--- src/core/sld_defines.svh ---
// timing constants for the serial latched driver link
// assumes a 40 MHz system clock on both ends
`ifndef SLD_DEFINES_SVH
`define SLD_DEFINES_SVH
`define SLD_CLK_PERIOD_NS 25
`define SLD_WIDTH 8
`define SLD_SETUP_NS 75
`define SLD_HOLD_NS 75
`define SLD_PULSE_NS 150
`define SLD_CLK_TO_STB_NS 300
`define SLD_STB_NS 100
`define SLD_OUT_DELAY_NS 1000
// least times round up, the latency rounds down
`define SLD_SETUP_CYC ((`SLD_SETUP_NS + `SLD_CLK_PERIOD_NS - 1) / `SLD_CLK_PERIOD_NS)
`define SLD_HOLD_CYC ((`SLD_HOLD_NS + `SLD_CLK_PERIOD_NS - 1) / `SLD_CLK_PERIOD_NS)
`define SLD_PULSE_CYC ((`SLD_PULSE_NS + `SLD_CLK_PERIOD_NS - 1) / `SLD_CLK_PERIOD_NS)
`define SLD_CLK_TO_STB_CYC ((`SLD_CLK_TO_STB_NS + `SLD_CLK_PERIOD_NS - 1) / `SLD_CLK_PERIOD_NS)
`define SLD_STB_CYC ((`SLD_STB_NS + `SLD_CLK_PERIOD_NS - 1) / `SLD_CLK_PERIOD_NS)
`define SLD_OUT_DELAY_CYC (`SLD_OUT_DELAY_NS / `SLD_CLK_PERIOD_NS)
`endif

--- src/core/sld_pkg.sv ---
// types shared by both ends of the serial latched driver link
// assumes nothing beyond the defines header
`default_nettype none
package sld_pkg;
   typedef enum logic [2:0] {
      SLD_IDLE = 3'b000,
      SLD_SETUP = 3'b001,
      SLD_HIGH = 3'b010,
      SLD_LOW = 3'b011,
      SLD_GAP = 3'b100,
      SLD_STB = 3'b101
   } sld_host_state_t;
endpackage
`default_nettype wire

--- src/core/sld_link_if.sv ---
// pin bundle between host controller and driver device
// assumes both ends share clk_i
`default_nettype none
interface sld_link_if;
   logic sdata;
   logic sclk;
   logic strobe;
   logic oe_n;
   logic cascade;
   modport host (output sdata, output sclk, output strobe, output oe_n, input cascade);
   modport dev (input sdata, input sclk, input strobe, input oe_n, output cascade);
endinterface
`default_nettype wire

--- src/core/sld_device.sv ---
// driver device end: shift register, latches and gated outputs
// assumes link pins are asynchronous to clk_i
`include "sld_defines.svh"
`default_nettype none
module sld_device
   import sld_pkg::*;
#(
   parameter int WIDTH = `SLD_WIDTH,
   parameter int DELAY_CYC = `SLD_OUT_DELAY_CYC
) (
   // clock and reset
   input wire logic clk_i,
   input wire logic rst_i,
   // link pins
   sld_link_if.dev link,
   // parallel outputs
   output logic [WIDTH-1:0] out_o,
   output logic [WIDTH-1:0] latch_o
);
   // synchronised pin levels
   logic sdata_s;
   logic sclk_s;
   logic stb_s;
   logic oe_n_s;

   // shift clock edge detect
   logic sclk_d_ff;
   logic sclk_rise;

   // shift register and cascade stage
   logic [WIDTH-1:0] shift_ff;
   logic [WIDTH-1:0] nxt_shift;
   logic casc_ff;
   logic nxt_casc;

   // output latches
   logic [WIDTH-1:0] latch_ff;
   logic [WIDTH-1:0] nxt_latch;

   // latency line and gated output stage
   logic [WIDTH-1:0] dly_ff [DELAY_CYC];
   logic [WIDTH-1:0] dly_tail;
   logic [WIDTH-1:0] out_ff;
   logic [WIDTH-1:0] nxt_out;

   // pins come from another chip's flops, so each is resynchronised
   // serial data level
   sld_sync #(
      .RST_VAL(1'b0)
   ) u_sd (
      .clk_i(clk_i),
      .rst_i(rst_i),
      .pin_i(link.sdata),
      .lvl_o(sdata_s)
   );

   // shift clock, idle low, so no false edge after reset
   sld_sync #(
      .RST_VAL(1'b0)
   ) u_sc (
      .clk_i(clk_i),
      .rst_i(rst_i),
      .pin_i(link.sclk),
      .lvl_o(sclk_s)
   );

   // latch load level
   sld_sync #(
      .RST_VAL(1'b0)
   ) u_st (
      .clk_i(clk_i),
      .rst_i(rst_i),
      .pin_i(link.strobe),
      .lvl_o(stb_s)
   );

   // enable starts at its disabled level, as the host drives it
   sld_sync #(
      .RST_VAL(1'b1)
   ) u_oe (
      .clk_i(clk_i),
      .rst_i(rst_i),
      .pin_i(link.oe_n),
      .lvl_o(oe_n_s)
   );

   // rising edge of the synchronised shift clock
   assign sclk_rise = sclk_s & ~sclk_d_ff;

   // new bit enters stage 0, older bits move one stage on
   assign nxt_shift = sclk_rise ? {shift_ff[WIDTH-2:0], sdata_s} : shift_ff;

   // last stage feeds the next device in a chain
   assign nxt_casc = nxt_shift[WIDTH-1];

   // oldest entry of the latency line
   assign dly_tail = dly_ff[DELAY_CYC-1];

   // per bit: latch follows while strobe high, output gated by enable
   genvar bi;
   generate
      for (bi = 0; bi < WIDTH; bi++) begin : g_bit
         assign nxt_latch[bi] = stb_s ? shift_ff[bi] : latch_ff[bi];
         assign nxt_out[bi] = oe_n_s ? 1'b0 : dly_tail[bi];
      end
   endgenerate

   // edge detector
   always_ff @(posedge clk_i) begin
      if (rst_i) begin
         sclk_d_ff <= 1'b0;
      end else begin
         sclk_d_ff <= sclk_s;
      end
   end

   // shift register moves only on a shift clock edge
   always_ff @(posedge clk_i) begin
      if (rst_i) begin
         shift_ff <= '0;
         casc_ff <= 1'b0;
      end else begin
         shift_ff <= nxt_shift;
         casc_ff <= nxt_casc;
      end
   end

   // enable is not an input here: latches never see it
   always_ff @(posedge clk_i) begin
      if (rst_i) begin
         latch_ff <= '0;
      end else begin
         latch_ff <= nxt_latch;
      end
   end

   // output stage reacts to enable without the latency
   always_ff @(posedge clk_i) begin
      if (rst_i) begin
         out_ff <= '0;
      end else begin
         out_ff <= nxt_out;
      end
   end

   // fixed latency from latch to output stage
   genvar gi;
   generate
      for (gi = 0; gi < DELAY_CYC; gi++) begin : g_dly
         if (gi == 0) begin : g_head
            // head of the line takes the latches
            always_ff @(posedge clk_i) begin
               if (rst_i) begin
                  dly_ff[gi] <= '0;
               end else begin
                  dly_ff[gi] <= latch_ff;
               end
            end
         end else begin : g_link
            // later entries pass the word one place on
            always_ff @(posedge clk_i) begin
               if (rst_i) begin
                  dly_ff[gi] <= '0;
               end else begin
                  dly_ff[gi] <= dly_ff[gi-1];
               end
            end
         end
      end
   endgenerate

   // every output comes straight from a flop
   assign link.cascade = casc_ff;
   assign out_o = out_ff;
   assign latch_o = latch_ff;
endmodule
`default_nettype wire

--- src/core/sld_sync.sv ---
// three-stage synchroniser for one pin, with stable-level output
// assumes an asynchronous input and clk_i domain
`default_nettype none
module sld_sync #(
   parameter logic RST_VAL = 1'b0
) (
   // clock and reset
   input wire logic clk_i,
   input wire logic rst_i,
   // pin and filtered level
   input wire logic pin_i,
   output logic lvl_o
);
   logic s1_ff;
   logic s2_ff;
   logic s3_ff;
   logic lvl_ff;
   wire agree = (s2_ff == s3_ff);
   always_ff @(posedge clk_i) begin
      if (rst_i) begin
         s1_ff <= RST_VAL;
         s2_ff <= RST_VAL;
         s3_ff <= RST_VAL;
         lvl_ff <= RST_VAL;
      end else begin
         s1_ff <= pin_i;
         s2_ff <= s1_ff;
         s3_ff <= s2_ff;
         if (agree) begin
            lvl_ff <= s3_ff;
         end
      end
   end
   assign lvl_o = lvl_ff;
endmodule
`default_nettype wire

--- src/flat_wrapper.sv ---
// flat-port wrapper written by rule: the top's interface ports become plain ports
module sld_device_flat import sld_pkg::*;
#(
   parameter int WIDTH = `SLD_WIDTH,
   parameter int DELAY_CYC = `SLD_OUT_DELAY_CYC
)
  (clk_i, rst_i, out_o, latch_o, link_sdata, link_sclk, link_strobe, link_oe_n, link_cascade);
  sld_link_if link_i ();
  input wire logic clk_i;
  input wire logic rst_i;
  output logic [WIDTH-1:0] out_o;
  output logic [WIDTH-1:0] latch_o;
  input wire logic [$bits(link_i.sdata)-1:0] link_sdata;
  input wire logic [$bits(link_i.sclk)-1:0] link_sclk;
  input wire logic [$bits(link_i.strobe)-1:0] link_strobe;
  input wire logic [$bits(link_i.oe_n)-1:0] link_oe_n;
  output wire logic [$bits(link_i.cascade)-1:0] link_cascade;
  assign link_i.sdata = link_sdata;
  assign link_i.sclk = link_sclk;
  assign link_i.strobe = link_strobe;
  assign link_i.oe_n = link_oe_n;
  assign link_cascade = link_i.cascade;
  sld_device #(.WIDTH(WIDTH), .DELAY_CYC(DELAY_CYC)) u_core (.clk_i(clk_i), .rst_i(rst_i), .link(link_i), .out_o(out_o), .latch_o(latch_o));
endmodule
--- config.mk ---
export PLATFORM = sky130hd
export DESIGN_NAME = sld_device_flat
export DESIGN_NICKNAME = d
export VERILOG_FILES = /design/src/core/sld_pkg.sv /design/src/core/sld_link_if.sv /design/src/core/sld_device.sv /design/src/core/sld_sync.sv /design/src/flat_wrapper.sv
export VERILOG_INCLUDE_DIRS = /design/src /design/src/core
export SDC_FILE = /design/constraint.sdc
export NUM_CORES = 1
export LEC_CHECK = 0
export BUFFER_PORTS_ARGS = -buffer_cell sky130_fd_sc_hd__buf_2
export CAP_MARGIN = 5
export CELL_PAD_IN_SITES_DETAIL_PLACEMENT = 1
export CELL_PAD_IN_SITES_GLOBAL_PLACEMENT = 1
export CORE_ASPECT_RATIO = 0.9
export CORE_MARGIN = 2
export CORE_UTILIZATION = 35
export DETAILED_ROUTE_END_ITERATION = 7
export GPL_TIMING_DRIVEN = 0
export PLACE_DENSITY = 0.62
export REMOVE_ABC_BUFFERS = 1
export SETUP_SLACK_MARGIN = 0.4
export SYNTH_ARGS = -nofsm -noshare
export SYNTH_HDL_FRONTEND = slang
export SYNTH_SLANG_ARGS = --single-unit
export TNS_END_PERCENT = 1
--- constraint.sdc ---
create_clock -name clk_i -period 1.2 [get_ports clk_i]
set_input_delay 0.3 -clock clk_i [delete_from_list [all_inputs] [get_ports clk_i]]
set_output_delay 0.3 -clock clk_i [all_outputs]
set_load 0.05 [all_outputs]
# == Yosys cells after proc, flatten, opt, wreduce, memory -nomap -nowiden ==
# Memory sizes are Yosys's and may differ from the RTL's. A register that Yosys moved wholly into a read port is not among the register bits.
# Cells that the tools add are included.
# Widths: inputs -> output; s select.
# totals
register_bits,33
mem_bits_rw,320
in_bits,6
wordCells,112
n_memories,1
# memory_table
memory,words,word_bits,rd,rd_ports_with_merged_regs,wr,line,text
u_core.dly_ff,40,8,40,1,40,sld_device.sv:41,logic [WIDTH-1:0] dly_ff [DELAY_CYC];
# classes
eq_ne,4
muxes,44
bitwise_logic,42
reduce_logical,1
# op_table
operator,n
$mux 8,41
$or 1x1->1,40
$eq 1x1->1,4
$mux 1,3
$reduce_or 2->1,1
$and 1x1->1,1
$not 1->1,1

# == Logic depth before layout (Yosys ltp) ==
# logic_depth
ltp_word,3
ltp_mapped,4
mapped_depth_nobuf,2

# == By module ==
# Synthesis repeated with hierarchy kept, for this count alone.
# hier_totals
hier_cells,790
hier_area_um2,10174.8
# by_module_without_submodules
mod,n_inst,cells_per_inst,area_per_inst_um2,seq_area_each_um2
sld_device,1,750,9721.8,6906.6
sld_sync at u_core.u_sc ...,3,10,112.6,80.1
sld_sync at u_core.u_oe,1,10,115.1,80.1

# == Worst setup path before layout ==
# OpenSTA, ideal clock, no wires.
# synth_path
path_kind,input-to-reg
from,input rst_i
to,register u_core.u_oe.s1_ff
setup_time_ns,0.123
arrival_time_ns,0.871
t_required_ns,1.077
slack_ns,0.206
cell_stages,3
path_buffers,2
cell_sequence,buf_2 > buf_2 > or2_2
# synth_rtl
element,line,text
"start, declared",flat_wrapper.sv:10,input wire logic rst_i;
"end signal, assigned",sld_sync.sv:26,s1_ff <= pin_i;
"end, declared",sld_sync.sv:14,logic s1_ff;
# No word-level cell between the ends.

# == Worst setup path in the final report ==
# layout_path
from,"register u_core.latch_ff[1], in the netlist u_core.latch_o[1]"
to,output latch_o[1]
# layout_rtl
element,line,text
"start, declared",sld_device.sv:37,logic [WIDTH-1:0] latch_ff;
"start signal, assigned",sld_device.sv:133,latch_ff <= nxt_latch;
"end, declared",flat_wrapper.sv:12,output logic [WIDTH-1:0] latch_o;
# No word-level cell between the ends.

==> flow_summary.yaml <==
status:
  outcome: "complete, but fails checks"
  violations: "setup timing"
global_route:
  grt_pass1_vias: 5091
  grt_max_degree: 68
  gr-usage-all-layers: 0.0936
  antenna_found_initial: 0
  gr-total-overflow: 0
  grt_pass1_wl_um: 23000
worst_setup_path:
  slowest_stage: "dfxtp_2"
  critPathLaunch: "u_core.latch_o[1]"
  critPathLaunchType: "flip-flop"
  path_cells: "buf_8"
  r2r_cells: 2
  crit_family: "flip-flops"
  slowest_delay_ps: 360
  ff2ff_setup_slack_ps: 210
  r2r-end: "u_core.shift_ff[5]"
  worstPathRequired_ps: 900
  endpoint_kind: "output port"
  cp.arrival_ps: 1010
  crit_buf_inv: 1
  crit_type: "flip-flop to output port"
  critPathMaxFanout: 2
  regToRegStartpoint: "u_core.u_sc.lvl_o"
finish:
  diodes: 0
  fin_nets: 823
  area_growth_pct: 23.7
  drive_above_1_share: 0.202
  fillerInstances: 2864
  design_area_sq_mm: 0.0122
  layoutNonFillerInstCount: 1202
placement:
  place_ws_ps: -996
  post_dp_cell_area_sq_mm: 0.0103
  place_hpwl_um: 5560
  routabilityCongestion: 0.598
  io_buffers: 22
  dp.cells: 1133
sta:
  finalCritPeriodShare: 1.09
  tns_ps: -1290
  min_period_ps: 1310
  finalHoldViolations: 0
  worst_slew_pin_slew_ps: 379
  setup_viol: 17
  slew_headroom: 0.747
  rsz0062_at_grt: "yes"
  setup_slack_ps: -106
  fmax_mhz: 766
  drv_slew: 0
  fin_skew_ps: 13.4
routing:
  wl_per_cell_um: 11.0
  drt_iter0_drc: 165
  ant_nets: 0
  drt_pass1_iterations: 4
  routed_wl_um: 13200
  drc: 0
  vias: 4888
  avgViaCountPerCell: 4.07
synth:
  synth_top_family_by_area: "simple AND/OR/NAND/NOR gates"
  synthMuxAreaShare: 0.0152
  synth.area.top_cells: "dfxtp_1 73%, nor2b_1 21%, buf_2 1.9%"
  yosys.area_share.adder: 0
  syn_area_per_cell_sq_um: 12.5
  ys_warn_count: 0
  yosysTopAreaCellShare: 0.732
  synth_area_sq_mm: 0.00988
  yosysUniqueCellTypes: 15
  synth-seq-cells: 361
  yosysTopAreaCell: "dfxtp_1"
  synth_xor_area_frac: 0
  synth_compound_area_frac: 0.00481
  ys_seq_area_frac: 0.732
  yosys.area_share.simple: 0.228
  synthCells: 790
clock_network:
  cts_buffer_depth: 3
  insertion_delay_ps: 500
  numCtsBuffers: 34
  cts_sinks: 361
  root_buffer: "clkbuf_16"
  hold_buffers: 2
  cts.clk_slew.worst_paths_ps: 70
  htreeDepth: 2
  cts_tree: "done"
die:
  dieWidth_um: 181
  initial_core_util: 0.355
  ios: 23
  fp-row-count: 58
  core_sq_mm: 0.0279
  die-area_sq_mm: 0.0296
  die_h_um: 163
hold_path:
  hp-class: "primary input to flip-flop"
  worstHoldStart: "link_oe_n"
  holdPathStages: 2
  holdPathEnd: "u_core.u_oe.s1_ff"
power:
  power_w: 0.0231
  vdd.ir_drop.worst_mv: 0.962
  power-per-cell-area_mw_per_mm2: 1890
  p_leak_nw: 4.61
job:
  cap_viol_max_count: 0
area by class of cell:
cell class / instances / area (sq um) / area share
repair buffers: 32 / 483 / 0.0395
well taps: 360 / 450 / 0.0369
flip-flops and latches: 361 / 7260 / 0.594
multi-input cells: 388 / 2860 / 0.234
clock inverters: 8 / 65.1 / 0.00532
clock buffers: 53 / 1100 / 0.0897
registers in the layout, indices dropped and copies added, names as in the netlist, 7 cells and up:
name and flops:
u_core.dly_ff 320, u_core.latch_o 8, u_core.out_o 8, u_core.shift_ff 7
cells in the mapped netlist:
cell and n:
dfxtp_1 361, nor2b_1 331, buf_2 38, mux2i_1 15
nor2_1 10, and2_1 8, nand2b_1 8, a21oi_1 4
o21ai_0 4, nand2_1 3, or2_2 3, clkbuf_1 2
buf_4 1, nand4bb_1 1, o21bai_1 1
metal layers:
layer | up-vias | routed length, um | global-route usage
met4 | 0 | 357 | 0.0418
met2 | 64 | 5920 | 0.156
met1 | 2349 | 6370 | 0.113
met5 | - | 0 | 0
met3 | 29 | 562 | 0.0276
li1 | 2446 | - | -
layout by cell type, fill, tap and decap left out, drive strengths merged, types with 2 or more instances in the layout:
| master | n |
|---|---|
| bufbuf | 2 |
| or2 | 3 |
| clkinv | 7 |
| nor2 | 10 |
| nand2b | 8 |
| nor2b | 331 |
| nand2 | 3 |
| dlygate4sd3 | 2 |
| mux2i | 15 |
| dfxtp | 361 |
| o21ai | 4 |
| clkbuf | 53 |
| and2 | 8 |
| buf | 28 |
| a21oi | 4 |
worst register-to-register path, cell delays in order (launching register included):
cell     delay (ps)
dfxtp_4         360
nor2b_4         300
mux2i_1         240
worst max path at each step:
stage                                     to  cells after the start
after floorplan           u_core.shift_ff[0]                      2
after global placement       u_core.out_o[6]                      3
after detailed placement  u_core.shift_ff[0]                      5
after CTS                         latch_o[1]                      1
after global routing              latch_o[1]                      1
final                             latch_o[1]                      1
metrics by stage:
stage,util,hold WS [ps]
2_1_floorplan,-,369
3_3_place_gp,0.367,398
3_5_place_dp,0.370,404
4_1_cts,0.425,-25.8
5_1_grt,0.438,-24.2
6_report,0.438,0.719
what timing repair did:
item	CTS	global route
buffers inserted	2	0
setup endpoints to repair	284	175
endpoints found under the hold margin	3	1
gates resized for setup	77	85
pin swaps	9	11
gates cloned	4	0
power breakdown:
part / internal (W) / switching, W
registers: 0.0120 / 0.00000655
logic: 0.000100 / 0.000246
clock network: 0.00650 / 0.00421
cells by family after synthesis:
group	Yosys count
simple gates	364
flops	361
buf+inv	41
mux	15
compound gates	9
Power figures use the tool's default switching activity.
